<file path="config.mk">
export PLATFORM = sky130hd
export DESIGN_NAME = lwed_wake_detector
export DESIGN_NICKNAME = d
export VERILOG_FILES = /design/src/hw/lwed_pkg.sv /design/src/hw/lwed_magic_match.sv /design/src/hw/lwed_sticky_flags.sv /design/src/hw/lwed_wake_detector.sv
export SDC_FILE = /design/constraint.sdc
export NUM_CORES = 1
export LEC_CHECK = 0
export BUFFER_PORTS_ARGS = -buffer_cell sky130_fd_sc_hd__buf_2
export CORE_MARGIN = 4
export CORE_UTILIZATION = 42
export CTS_BUF_LIST = sky130_fd_sc_hd__clkbuf_8
export DETAILED_ROUTE_END_ITERATION = 6
export PLACE_DENSITY_LB_ADDON = 0.25
export SLEW_MARGIN = 25
export SYNTH_ARGS = -nofsm -noshare
export SYNTH_HDL_FRONTEND = slang
export SYNTH_SLANG_ARGS = --single-unit
</file>
<file path="constraint.sdc">
create_clock -name clk -period 2.6 [get_ports clk]
set_input_delay 0.13 -clock clk [delete_from_list [all_inputs] [get_ports clk]]
set_output_delay 0.13 -clock clk [all_outputs]
set_load 0.02 [all_outputs]
</file>
<file path="src/hw/lwed_pkg.sv">
/*
  Shared constants of the wake event detector: configuration offsets,
  field positions, power state codes and magic packet figures.
  Assumes a dword-aligned configuration access port.
*/
`default_nettype none
package lwed_pkg;
  // ----------------------------------------------------------------
  // Configuration access
  // ----------------------------------------------------------------
  localparam int            CFG_AW         = 8;
  localparam int            CFG_DW         = 32;
  localparam int            CFG_BEW        = 4;
  localparam logic [7:0]    OFS_CMD_STATUS = 8'h04;
  localparam logic [7:0]    OFS_PMCSR      = 8'h44;
  localparam logic [7:0]    OFS_WAKE       = 8'h48;
  localparam logic [31:0]   RD_ZERO        = 32'h0000_0000;
  // ----------------------------------------------------------------
  // Field positions
  // ----------------------------------------------------------------
  localparam int CS_CAP_BIT      = 20;
  localparam int PM_EN_BIT       = 8;
  localparam int PM_STS_BIT      = 15;
  localparam int WK_MAGIC_EN_BIT = 0;
  localparam int WK_FRAME_EN_BIT = 2;
  localparam int WK_MAGIC_SEEN   = 4;
  localparam int WK_FRAME_SEEN   = 5;
  localparam int WK_REMOTE_WAKE_FROM_LAN_BIT     = 30;
  localparam int WK_PM_CAPABILITY_SUPPORT_BIT    = 31;
  localparam int EE_PM_CAPABILITY_SUPPORT_BIT    = 15;
  localparam int EE_REMOTE_WAKE_FROM_LAN_BIT     = 14;
  localparam int BE_PS           = 0;
  localparam int BE_PM_HI        = 1;
  localparam int BE_WK_LO        = 0;
  localparam int PS_LSB          = 0;
  localparam int PS_MSB          = 1;
  // ----------------------------------------------------------------
  // Power states, flags, magic packet
  // ----------------------------------------------------------------
  localparam logic [1:0] PS_D0      = 2'h0;
  localparam logic [1:0] PS_D3      = 2'h3;
  localparam int         FLAG_PME   = 0;
  localparam int         FLAG_MAGIC = 1;
  localparam int         FLAG_FRAME = 2;
  localparam int         FLAG_N     = 3;
  localparam int         SYNC_LEN   = 6;
  localparam int         ADDR_COPY  = 16;
  localparam int         ADDR_BYTES = 6;
  localparam logic [7:0] SYNC_BYTE  = 8'hFF;
endpackage
`default_nettype wire

</file>
<file path="src/hw/lwed_magic_match.sv">
/*
  Magic packet matcher: scans a received byte stream for a sync run
  followed by repeated copies of the node address.
  Assumes frameStart marks the first byte and nodeAddr byte 0 is sent first.
*/
`default_nettype none
module lwed_magic_match
  import lwed_pkg::*;
#(
  parameter int NBYTES = lwed_pkg::ADDR_BYTES,
  parameter int NSYNC  = lwed_pkg::SYNC_LEN,
  parameter int NCOPY  = lwed_pkg::ADDR_COPY
) (
  // Clock and reset
  input  wire logic              clk,
  input  wire logic              rst,
  // Control
  input  wire logic              enable,
  // Byte stream
  input  wire logic              byteValid,
  input  wire logic              frameStart,
  input  wire logic [7:0]        rxByte,
  input  wire logic [8*NBYTES-1:0] nodeAddr,
  // Result, held until next frame start or until enable drops
  output logic                   matched
);
  localparam int SW = $clog2(NSYNC + 1);
  localparam int BW = $clog2(NBYTES);
  localparam int CW = $clog2(NCOPY);

  typedef enum logic [2:0] {
    LWED_SYNC = 3'b001,
    LWED_ADDR = 3'b010,
    LWED_HIT  = 3'b100
  } lwed_match_e;

  lwed_match_e   state_ff, nxt_state, curState;
  logic [SW-1:0] syncCnt_ff, nxt_syncCnt, curSync;
  logic [BW-1:0] byteIdx_ff, nxt_byteIdx;
  logic [CW-1:0] copyIdx_ff, nxt_copyIdx;

  // Run length restarted by a byte: a sync byte starts a new run
  function automatic logic [SW-1:0] restartRun(input logic [7:0] b);
    return (b == SYNC_BYTE) ? SW'(1) : SW'(0);
  endfunction

  function automatic logic [7:0] addrByte(input logic [8*NBYTES-1:0] a,
                                          input logic [BW-1:0] i);
    return a[8*i +: 8];
  endfunction

  // Next state; a frame start discards any partial match
  always_comb begin
    curState    = frameStart ? LWED_SYNC : state_ff;
    curSync     = frameStart ? SW'(0) : syncCnt_ff;
    nxt_state   = curState;
    nxt_syncCnt = curSync;
    nxt_byteIdx = frameStart ? BW'(0) : byteIdx_ff;
    nxt_copyIdx = frameStart ? CW'(0) : copyIdx_ff;
    if (!enable) begin
      nxt_state   = LWED_SYNC;
      nxt_syncCnt = '0;
    end else if (byteValid) begin
      case (curState)
        LWED_SYNC: begin
          if (curSync == SW'(NSYNC) && rxByte == addrByte(nodeAddr, BW'(0))) begin
            nxt_state   = LWED_ADDR;
            nxt_byteIdx = BW'(1);
            nxt_copyIdx = '0;
          end else if (rxByte == SYNC_BYTE) begin
            nxt_syncCnt = (curSync == SW'(NSYNC)) ? curSync : curSync + 1'b1;
          end else begin
            nxt_syncCnt = '0;
          end
        end
        LWED_ADDR: begin
          if (rxByte == addrByte(nodeAddr, byteIdx_ff)) begin
            if (byteIdx_ff == BW'(NBYTES - 1)) begin
              nxt_byteIdx = '0;
              if (copyIdx_ff == CW'(NCOPY - 1)) begin
                nxt_state = LWED_HIT;
              end else begin
                nxt_copyIdx = copyIdx_ff + 1'b1;
              end
            end else begin
              nxt_byteIdx = byteIdx_ff + 1'b1;
            end
          end else begin
            nxt_state   = LWED_SYNC;
            nxt_syncCnt = restartRun(rxByte);
          end
        end
        LWED_HIT: nxt_state = LWED_HIT;
        default: nxt_state = LWED_SYNC;
      endcase
    end
  end

  // Matcher registers
  always_ff @(posedge clk) begin
    if (rst) begin
      state_ff   <= LWED_SYNC;
      syncCnt_ff <= '0;
      byteIdx_ff <= '0;
      copyIdx_ff <= '0;
    end else begin
      state_ff   <= nxt_state;
      syncCnt_ff <= nxt_syncCnt;
      byteIdx_ff <= nxt_byteIdx;
      copyIdx_ff <= nxt_copyIdx;
    end
  end

  assign matched = (state_ff == LWED_HIT);
endmodule // lwed_magic_match
`default_nettype wire

</file>
<file path="src/hw/lwed_sticky_flags.sv">
/*
  Bank of sticky event flags: hardware sets, software clears.
  Assumes set and clear are one-cycle pulses on the same clock.
*/
`default_nettype none
module lwed_sticky_flags #(
  parameter int WIDTH = 3
) (
  // Clock and reset
  input  wire logic             clk,
  input  wire logic             rst,
  // Set and clear pulses
  input  wire logic [WIDTH-1:0] setPulse,
  input  wire logic [WIDTH-1:0] clrPulse,
  // Flag state
  output logic      [WIDTH-1:0] flags
);
  logic [WIDTH-1:0] flags_ff;

  // Set wins over clear so an event in the clearing cycle survives
  always_ff @(posedge clk) begin
    if (rst) begin
      flags_ff <= '0;
    end else begin
      flags_ff <= (flags_ff & ~clrPulse) | setPulse;
    end
  end

  assign flags = flags_ff;
endmodule // lwed_sticky_flags
`default_nettype wire

</file>
<file path="src/hw/lwed_wake_detector.sv">
/*
  Wake event detector top: configuration-space power management bits,
  serial EEPROM defaults, magic packet and wake frame events, and the
  open-drain wake request pin.
  Assumes the MAC delivers received bytes on this clock with end-of-frame
  status, and that configuration cycles arrive as single-cycle strobes.
*/
`default_nettype none
module lwed_wake_detector
  import lwed_pkg::*;
(
  // Clock and reset
  input  wire logic                        clk,
  input  wire logic                        rst,
  // Configuration access
  input  wire logic                        cfgWrEn,
  input  wire logic                        cfgRdEn,
  input  wire logic [lwed_pkg::CFG_AW-1:0]  cfgAddr,
  input  wire logic [lwed_pkg::CFG_BEW-1:0] cfgByteEn,
  input  wire logic [lwed_pkg::CFG_DW-1:0]  cfgWrData,
  output logic      [lwed_pkg::CFG_DW-1:0]  cfgRdData,
  output logic                             cfgRdValid,
  // EEPROM defaults
  input  wire logic                        eeLoadValid,
  input  wire logic [15:0]                 eeWord08,
  // Received frame stream
  input  wire logic                        rxValid,
  input  wire logic                        rxSof,
  input  wire logic [7:0]                  rxByte,
  input  wire logic                        rxEof,
  input  wire logic                        rxCrcOk,
  input  wire logic                        rxAddrPass,
  input  wire logic [8*lwed_pkg::ADDR_BYTES-1:0] stationAddr,
  // Wake request pin, open drain
  output logic                             wakeRequestOutN,
  output logic                             wakeRequestOeN,
  // Low-power inhibits
  output logic                             busMasterInhibit,
  output logic                             txInhibit
);
  // ----------------------------------------------------------------
  // State
  // ----------------------------------------------------------------
  logic [1:0]        pwrState_ff;
  logic              pmeEn_ff;
  logic              magicEn_ff;
  logic              frameEn_ff;
  logic              capPresent_ff;
  logic              pm_capability_support_ff;
  logic              remote_wake_from_lan_ff;
  logic              rwMode_ff;
  logic [CFG_DW-1:0] cfgRdData_ff;
  logic              cfgRdValid_ff;
  logic [FLAG_N-1:0] flagSet;
  logic [FLAG_N-1:0] flagClr;
  logic [FLAG_N-1:0] flags;
  logic              magicMatched;
  logic              wrPm;
  logic              wrWake;
  logic              d3ToD0;
  logic              eeRemote;
  logic              frameGood;
  logic              magicEvent;
  logic              frameEvent;
  logic              wakeEvent;
  logic              wakeAssert;
  logic [15:0]       pmcsrView;
  logic [31:0]       wakeView;
  logic [31:0]       csView;

  // ----------------------------------------------------------------
  // Decode
  // ----------------------------------------------------------------
  // Register write strobes and the power state transition
  assign wrPm   = cfgWrEn && cfgAddr == OFS_PMCSR;
  assign wrWake = cfgWrEn && cfgAddr == OFS_WAKE;
  assign d3ToD0 = wrPm && cfgByteEn[BE_PS] && pwrState_ff == PS_D3 &&
                  cfgWrData[PS_MSB:PS_LSB] == PS_D0;
  assign eeRemote = eeWord08[EE_PM_CAPABILITY_SUPPORT_BIT] && eeWord08[EE_REMOTE_WAKE_FROM_LAN_BIT];

  // ----------------------------------------------------------------
  // Power state and enables
  // ----------------------------------------------------------------
  // Power state field, written by software
  always_ff @(posedge clk) begin
    if (rst) begin
      pwrState_ff <= PS_D0;
    end else if (wrPm && cfgByteEn[BE_PS]) begin
      pwrState_ff <= cfgWrData[PS_MSB:PS_LSB];
    end
  end

  // wake output enable; leaves its timing to software
  always_ff @(posedge clk) begin
    if (rst) begin
      pmeEn_ff <= 1'b0;
    end else if (eeLoadValid) begin
      pmeEn_ff <= eeRemote;
    end else if (wrPm && cfgByteEn[BE_PM_HI] && pm_capability_support_ff) begin
      pmeEn_ff <= cfgWrData[PM_EN_BIT];
    end
  end

  // magic enable set by the remote wake condition
  always_ff @(posedge clk) begin
    if (rst) begin
      magicEn_ff <= 1'b0;
    end else if (eeLoadValid) begin
      magicEn_ff <= eeRemote;
    // D3 hot to D0 clears it
    end else if (d3ToD0) begin
      magicEn_ff <= 1'b0;
    end else if (wrWake && cfgByteEn[BE_WK_LO] && pm_capability_support_ff) begin
      magicEn_ff <= cfgWrData[WK_MAGIC_EN_BIT];
    end
  end

  // Wake frame enable, cleared by any hard-reset load
  always_ff @(posedge clk) begin
    if (rst) begin
      frameEn_ff <= 1'b0;
    end else if (eeLoadValid) begin
      frameEn_ff <= 1'b0;
    end else if (wrWake && cfgByteEn[BE_WK_LO] && pm_capability_support_ff) begin
      frameEn_ff <= cfgWrData[WK_FRAME_EN_BIT];
    end
  end

  // capability bits from EEPROM; remote wake bit too
  always_ff @(posedge clk) begin
    if (rst) begin
      capPresent_ff <= 1'b0;
      pm_capability_support_ff      <= 1'b0;
      remote_wake_from_lan_ff       <= 1'b0;
    end else if (eeLoadValid) begin
      capPresent_ff <= eeWord08[EE_PM_CAPABILITY_SUPPORT_BIT];
      pm_capability_support_ff      <= eeWord08[EE_PM_CAPABILITY_SUPPORT_BIT];
      remote_wake_from_lan_ff       <= eeWord08[EE_REMOTE_WAKE_FROM_LAN_BIT];
    end
  end

  // remote wake mode, left on D3 to D0 or when magic is disabled
  always_ff @(posedge clk) begin
    if (rst) begin
      rwMode_ff <= 1'b0;
    end else if (eeLoadValid) begin
      rwMode_ff <= eeRemote;
    // Turning magic off by software also ends low-power mode, even if refused
    end else if (d3ToD0 || (wrWake && cfgByteEn[BE_WK_LO] && !cfgWrData[WK_MAGIC_EN_BIT])) begin
      rwMode_ff <= 1'b0;
    end
  end

  // no mastering or transmit in low-power remote wake
  assign busMasterInhibit = rwMode_ff;
  assign txInhibit        = rwMode_ff;

  // ----------------------------------------------------------------
  // Events
  // ----------------------------------------------------------------
  // matcher runs only while enabled
  lwed_magic_match #(
    .NBYTES (ADDR_BYTES),
    .NSYNC  (SYNC_LEN),
    .NCOPY  (ADDR_COPY)
  ) u_match (
    .clk        (clk),
    .rst        (rst),
    .enable     (magicEn_ff),
    .byteValid  (rxValid),
    .frameStart (rxSof),
    .rxByte     (rxByte),
    .nodeAddr   (stationAddr),
    .matched    (magicMatched)
  );

  // filter pass; good CRC; judged at frame end
  assign frameGood  = rxEof && rxCrcOk && rxAddrPass;
  // each source gated by its own enable
  assign magicEvent = frameGood && magicEn_ff && magicMatched;
  assign frameEvent = frameGood && frameEn_ff;
  assign wakeEvent  = magicEvent || frameEvent;

  // status and event records; status set on any event
  assign flagSet[FLAG_PME]   = wakeEvent;
  assign flagSet[FLAG_MAGIC] = magicEvent;
  assign flagSet[FLAG_FRAME] = frameEvent;
  // write one to clear; the D3 to D0 change leaves them alone
  assign flagClr[FLAG_PME]   = wrPm && cfgByteEn[BE_PM_HI] && cfgWrData[PM_STS_BIT];
  assign flagClr[FLAG_MAGIC] = wrWake && cfgByteEn[BE_WK_LO] && cfgWrData[WK_MAGIC_SEEN];
  assign flagClr[FLAG_FRAME] = wrWake && cfgByteEn[BE_WK_LO] && cfgWrData[WK_FRAME_SEEN];

  lwed_sticky_flags #(
    .WIDTH (FLAG_N)
  ) u_flags (
    .clk      (clk),
    .rst      (rst),
    .setPulse (flagSet),
    .clrPulse (flagClr),
    .flags    (flags)
  );

  // ----------------------------------------------------------------
  // Wake pin
  // ----------------------------------------------------------------
  // enable and status both needed; combinational so a clear acts at once
  assign wakeAssert      = pmeEn_ff && flags[FLAG_PME];
  // Open drain: only ever pulls low
  assign wakeRequestOutN = 1'b0;
  assign wakeRequestOeN  = !wakeAssert;

  // ----------------------------------------------------------------
  // Read path
  // ----------------------------------------------------------------
  // Register views; unlisted bits read zero
  always_comb begin
    pmcsrView             = '0;
    pmcsrView[PS_MSB:PS_LSB] = pwrState_ff;
    pmcsrView[PM_EN_BIT]  = pmeEn_ff;
    pmcsrView[PM_STS_BIT] = flags[FLAG_PME];
    wakeView                  = '0;
    wakeView[WK_MAGIC_EN_BIT] = magicEn_ff;
    wakeView[WK_FRAME_EN_BIT] = frameEn_ff;
    wakeView[WK_MAGIC_SEEN]   = flags[FLAG_MAGIC];
    wakeView[WK_FRAME_SEEN]   = flags[FLAG_FRAME];
    wakeView[WK_REMOTE_WAKE_FROM_LAN_BIT]     = remote_wake_from_lan_ff;
    wakeView[WK_PM_CAPABILITY_SUPPORT_BIT]    = pm_capability_support_ff;
    csView             = '0;
    csView[CS_CAP_BIT] = capPresent_ff;
  end

  // Registered read data, one cycle after the strobe
  always_ff @(posedge clk) begin
    if (rst) begin
      cfgRdData_ff  <= RD_ZERO;
      cfgRdValid_ff <= 1'b0;
    end else begin
      cfgRdValid_ff <= cfgRdEn;
      if (cfgRdEn) begin
        case (cfgAddr)
          OFS_CMD_STATUS: cfgRdData_ff <= csView;
          OFS_PMCSR:      cfgRdData_ff <= {16'h0000, pmcsrView};
          OFS_WAKE:       cfgRdData_ff <= wakeView;
          default:        cfgRdData_ff <= RD_ZERO;
        endcase
      end
    end
  end

  assign cfgRdData  = cfgRdData_ff;
  assign cfgRdValid = cfgRdValid_ff;
endmodule // lwed_wake_detector
`default_nettype wire

</file>
==> results_dict.tcl, run 1 <==
set metrics [dict create \
    wl_mm 8.064 \
    rsz0062_at_grt "yes" \
    slew_violations 0 \
    finClkSkew_ps 4.860 \
    setup_violations 2 \
    max_slew.worst_pin.slew_ps 625.4 \
    grt_pass1_vias 3033 \
    async_flop_share_pct 0 \
    cp.required_ps 2830 \
    die-height_um 90.69 \
    synth-warning-count 0 \
    cp_max_fo 6 \
    area_growth_pct 29.11 \
    grt_remaining_overflow 0 \
    dpl.hpwl_mm 6.095 \
    sw_frac_of_total_pct 29.90 \
    grt_usage_pct 19.78 \
    final_area_um2 3707 \
    n_antenna_cell 0 \
    ys.flop_type "dfxtp_1" \
    vias 3071 \
    tritoncts "done" \
    pwr-share-clk_pct 34.9 \
    clock_latency_ps 290 \
    clkSinkCount 35 \
    status "finished, violations left" \
    rows 29 \
    end_kind "flip-flop" \
    ys_types 58 \
    first_pass_iters 4 \
    io_buffers 98 \
    cts-htree-levels 2 \
    cap_violations 0 \
    sequentialPowerShare_pct 46.1 \
    power_density_nw_per_um2 318.4 \
    start_util_pct 44.21 \
    ys_seq_elements 35 \
    hold_viol_final 0 \
    intPower_uw 827.5 \
    postCtsHoldBufs 0 \
    dpl_cell_area_um2 3446 \
    clkTransAtPathRegs_ps 80 \
    wl_per_cell_um 14.53 \
    die_width_um 90.69 \
    arrival_ps 2890 \
    p_leak_uw 0.001561 \
    max_freq_mhz 375.0 \
    clockBufferDepth 2 \
    irDropWorstVdd_mv 0.3480 \
    violations "setup timing" \
    cp-start-kind "flip-flop" \
    ios 163 \
    detail-route-antenna-nets 0 \
    drc 0 \
    fill_cells 595 \
    grt_max_degree 35 \
    min_period_ps 2667 \
    yosysSeqAreaShare_pct 24.40 \
    place_congestion 0.7896 \
    syn_area_um2 2872 \
    final_nets 606 \
    vias_per_cell 5.533 \
    min_period_over_period_pct 102.6 \
    p_comb_share_pct 19.1 \
    layout-drive-gt1-share_pct 36.19 \
    die-area_um2 8224 \
    slew-limit-headroom_pct 58.31 \
    hp-class "input pin to flip-flop" \
    numCtsBuffers 5 \
    clock-root-buffer "clkbuf_8" \
    core_um2 6495 \
    syn_area_per_cell_um2 7.867 \
    p_switching_uw 352.9 \
    antenna_found_initial 0 \
    setup_slack_ps -66.77 \
    tns_ps -97.58 \
    drtIter0Drc 160 \
    crit_type "flip-flop to flip-flop" \
    syn-instance-count 365 \
    grt_pass1_wl_mm 13.85 \
    synth_edf_count 0 \
]
routing by layer:
layer  vias up  routed length (um)  GRT usage, %
met5         -                   0             0
met1      1415                3522         24.41
met2       113                3931         35.02
met3         6                 554         4.000
li1       1537                   -             -
met4         0                  55         4.719
registers in the layout, indices dropped and copies added (netlist names):
signal and flops:
remote_wake_from_lan_ff 1, frameEn_ff 1, magicEn_ff 1, u_match.byteIdx_ff 3, cfgRdValid 1, busMasterInhibit 1
u_flags.flags 3, u_match.syncCnt_ff 3, u_match.copyIdx_ff 4, u_match.state_ff 3, pmeEn_ff 1, pwrState_ff 2
pm_capability_support_ff 1, cfgRdData 10
per-stage QoR:
stage               power [uW]  instances  setup slack [ps]  utilization [%]  hold WS, ps
detailed placement       776.3        541            -143.1            53.05        397.6
CTS                       1187        554            -55.79            56.10        90.81
floorplan                703.8        387             23.16                -        277.2
global route              1240        555            -147.2            57.08        95.16
global placement         772.7        541            -125.2            53.05        380.1
finish                    1180        555            -66.77            57.08        99.64
cells in the final DEF (no fill, tap or decap), types with 3 or more instances in the layout:
cell type and n:
nand2_1 27, inv_1 10, o211ai_1 3, xor2_1 7, a32o_1 7, and3b_1 6
buf_2 98, clkbuf_8 5, a311oi_1 4, nor2_1 28, nor2b_1 9, conb_1 23
nand2b_1 8, nor3b_1 3, mux2_2 19, ha_1 3, or4_1 3, buf_6 3
nand4_1 9, nand3b_1 5, nor4_1 4, a211oi_1 3, nor3_1 7, o21ai_0 11
a22oi_1 8, nand3_1 13, and3_1 9, buf_4 21, a21oi_1 22, dfxtp_1 34
mux2i_1 8, a31oi_1 4
cell type report:
class / instances / area, um^2 / area share (%)
inverter: 10 / 37.54 / 1.012
sequential: 35 / 704.4 / 19.00
multi-input combinational: 300 / 2027 / 54.67
clock buffer: 5 / 68.82 / 1.856
timing repair buffer: 125 / 749.5 / 20.22
clock inverter: 3 / 23.77 / 0.6412
tap: 77 / 96.34 / 2.599
repair_timing:
action | 4_1_cts | 5_1_grt
endpoints found under the setup margin | 6 | 9
gates cloned | 1 | 0
pin swaps | 9 | 5
resized for setup | 13 | 14
buffers inserted | 4 | 1
final timing paths:
path	slack, ps	end	depth (start not counted)	start
worst max-delay path	-70	u_match.state_ff[1]	8	u_match.byteIdx_ff[0]
worst max register to register	-70	u_match.state_ff[1]	8	u_match.byteIdx_ff[0]
worst min-delay path	100	pm_capability_support_ff	3	eeWord08[15]
worst min register to register	460	cfgRdData[8]	2	cfgRdData[8]
kinds of logic (layout without fill, tap and decap cells):
family,count (synthesis),count (layout),synth area share (%)
mux,29,29,11.37
simple gates,148,148,28.06
xor+xnor,9,9,2.745
compound gates,88,88,21.39
flops,35,35,24.40
other cells,1,23,0.1306
fa+ha+maj,3,3,1.307
buf+inv,52,143,10.59
synthesized netlist by cell type, types with 10 or more instances:
master / count / area share, %
inv_1: 10 / 1.3
nor2_1: 29 / 3.8
mux2_2: 19 / 7.5
nor2b_1: 10 / 2.2
o21ai_0: 13 / 2.3
clkbuf_1: 11 / 1.4
a21oi_1: 24 / 4.2
nand3_1: 13 / 2.3
dfxtp_1: 35 / 24
nand2_1: 28 / 3.7
buf_4: 24 / 6.3
power groups by stage:
stage | combinational [uW] | sequential, uW | clock (uW)
global placement | 215 | 558 | 0
global route | 250 | 545 | 446
floorplan | 145 | 558 | 0
detailed placement | 219 | 558 | 0
finish | 225 | 544 | 411
CTS | 221 | 544 | 422
critical path: stages (launching register included):
cell      delay (ps)
dfxtp_4          430
buf_4            130
mux2i_1          210
nor2b_1           80
or4_1            390
a2111o_1         390
or2_4            290
or4_4            510
a31oi_4          160
Note: power is estimated with default switching activity, not from simulation.
==> run 2, diff against run 1 <==
--- a/config.mk
+++ b/config.mk
@@ -7,7 +7,7 @@
 export LEC_CHECK = 0
 export BUFFER_PORTS_ARGS = -buffer_cell sky130_fd_sc_hd__buf_2
 export CORE_MARGIN = 4
-export CORE_UTILIZATION = 42
+export CORE_UTILIZATION = 45
 export CTS_BUF_LIST = sky130_fd_sc_hd__clkbuf_8
 export DETAILED_ROUTE_END_ITERATION = 6
 export PLACE_DENSITY_LB_ADDON = 0.25
==> constraint.sdc (replaced) <==
create_clock -name clk -period 2.5 [get_ports clk]
set_input_delay 0.125 -clock clk [delete_from_list [all_inputs] [get_ports clk]]
set_output_delay 0.125 -clock clk [all_outputs]
set_load 0.02 [all_outputs]
==> results_dict.tcl, run 2 (same netlist as run 1, synthesis figures left out) <==
set metrics [dict create \
    status "finished, violations left" \
    violations "setup timing" \
    hold_depth 3 \
    hold_viol_final 0 \
    rr_endpoint "u_match.state_ff[1]" \
    place_congestion 0.8325 \
    dp_slack_ps -226.7 \
    grt_use_met3_pct 4.421 \
    arrival_ps 2900 \
    core_um2 6061 \
    grt_pass1_vias 2904 \
    io_buffers 98 \
    slew-limit-headroom_pct 56.95 \
    die-area_um2 7723 \
    hp-class "input pin to flip-flop" \
    rsz0062_at_grt "yes" \
    antenna_found_initial 0 \
    ios 163 \
    worstRegToRegCells 8 \
    clock_latency_ps 300 \
    cp.required_ps 2730 \
    die_width_um 87.88 \
    detail-route-antenna-nets 0 \
    min_to "pwrState_ff[1]" \
    hold_ws_ps 85.87 \
    max_slew.worst_pin.slew_ps 645.8 \
    clockBufferDepth 2 \
    cp_max_fo 7 \
    hold_start "cfgWrData[1]" \
    crit_type "flip-flop to flip-flop" \
    grt_usage_pct 20.86 \
    cp-start-kind "flip-flop" \
    slew_violations 0 \
    setup_slack_ps -171.5 \
    clkTransAtPathRegs_ps 80 \
    cts-htree-levels 2 \
    grt_remaining_overflow 0 \
    p_total_uw 1361 \
    layout-drive-gt1-share_pct 37.03 \
    die-height_um 87.88 \
    p_leak_uw 0.001587 \
    start_util_pct 47.38 \
    clock-root-buffer "clkbuf_8" \
    layout_commonest_cell "buf_2" \
    use_met2_pct 34.45 \
    top_usage_layer "met2" \
    grt_pass1_wl_mm 13.01 \
    rows 28 \
    largest_reg_flops 10 \
    first_pass_iters 5 \
    power_density_nw_per_um2 363.0 \
    min_period_over_period_pct 106.9 \
    postCtsHoldBufs 0 \
    tritoncts "done" \
    area_growth_pct 30.59 \
    ff2ff_setup_slack_ps -170 \
    n_antenna_cell 0 \
    vias 3199 \
    irDropWorstVdd_mv 0.3718 \
    numCtsBuffers 5 \
    drc 0 \
    min_period_ps 2672 \
    drtIter0Drc 354 \
    critPathLaunch "u_match.byteIdx_ff[0]" \
    wl_mm 8.605 \
    tns_ps -452.3 \
    grt_use_met1_pct 27.06 \
    wl_per_cell_um 15.56 \
    cap_violations 0 \
    grt_max_degree 35 \
    setup_violations 5 \
    dpl.hpwl_mm 6.370 \
    max_freq_mhz 374.3 \
    r2r_start "u_match.byteIdx_ff[0]" \
    final_util_pct 61.87 \
    end_kind "flip-flop" \
    clkSinkCount 35 \
    finClkSkew_ps 10.22 \
    vias_per_cell 5.785 \
    final_cell_mix "buf_2, dfxtp_1, nor2_1" \
    final_nets 606 \
]
## run 2: changes by cell type in the layout (fill, tap and decap cells not counted), sizes merged
cell / change
bufinv: +1
clkinvlp: -2
buf: -1
clkbuf: +2
## run 2: worst max path at each step
stage / endpoint / depth (start not counted) / slack (ps)
finish: u_match.state_ff[1] / 8 / -170
global placement: u_match.byteIdx_ff[0] / 10 / -190
floorplan: u_match.copyIdx_ff[0] / 9 / -50
detailed placement: u_match.byteIdx_ff[0] / 10 / -230
CTS: u_match.state_ff[1] / 8 / -110
global route: u_match.state_ff[1] / 8 / -230
## run 2: layer usage
| layer | up-vias | wire (um) |
|---|---|---|
| met1 | 1491 | 3566 |
| li1 | 1533 | - |
| met2 | 155 | 4118 |
| met4 | 0 | 151 |
| met5 | - | 0 |
| met3 | 20 | 768 |
## run 2: worst max-delay path, stage by stage (launching register included)
cell      delay (ps)
dfxtp_4          430
buf_6            120
mux4_2           480
nand2b_1         110
nand3b_1          90
a2111o_1         420
or2_4            300
or4_4            490
a31oi_2          170
## run 2: layout make-up
| type | instances | area, um^2 |
|---|---|---|
| Inverter | 10 | 37.54 |
| Sequential cell | 35 | 704.4 |
| Timing Repair Buffer | 125 | 734.5 |
| Fill cell | 539 | 2311 |
| Clock buffer | 6 | 82.58 |
| Tap cell | 75 | 93.84 |
| Clock inverter | 2 | 38.79 |
| Multi-Input combinational cell | 300 | 2058 |
## run 2: report_power, final
part | internal (uW) | switching, uW | total, uW
clock network | 328 | 226 | 554
registers | 561 | 4.36 | 566
logic | 103 | 138 | 242
total | 993 | 369 | 1360
## run 2: timing repair
action	4_1_cts	5_1_grt
endpoints found under the setup margin	8	12
pin swaps	0	13
gates cloned	0	1
hold endpoints to repair	0	0
setup buffers	1	4
gates resized for setup	4	27
## run 2: stage by stage
step	area, um^2	cells
final	3750	553
after global routing	3750	553
after CTS	3587	548
after detailed placement	3443	539
after global placement	3443	539
after floorplan	2955	387
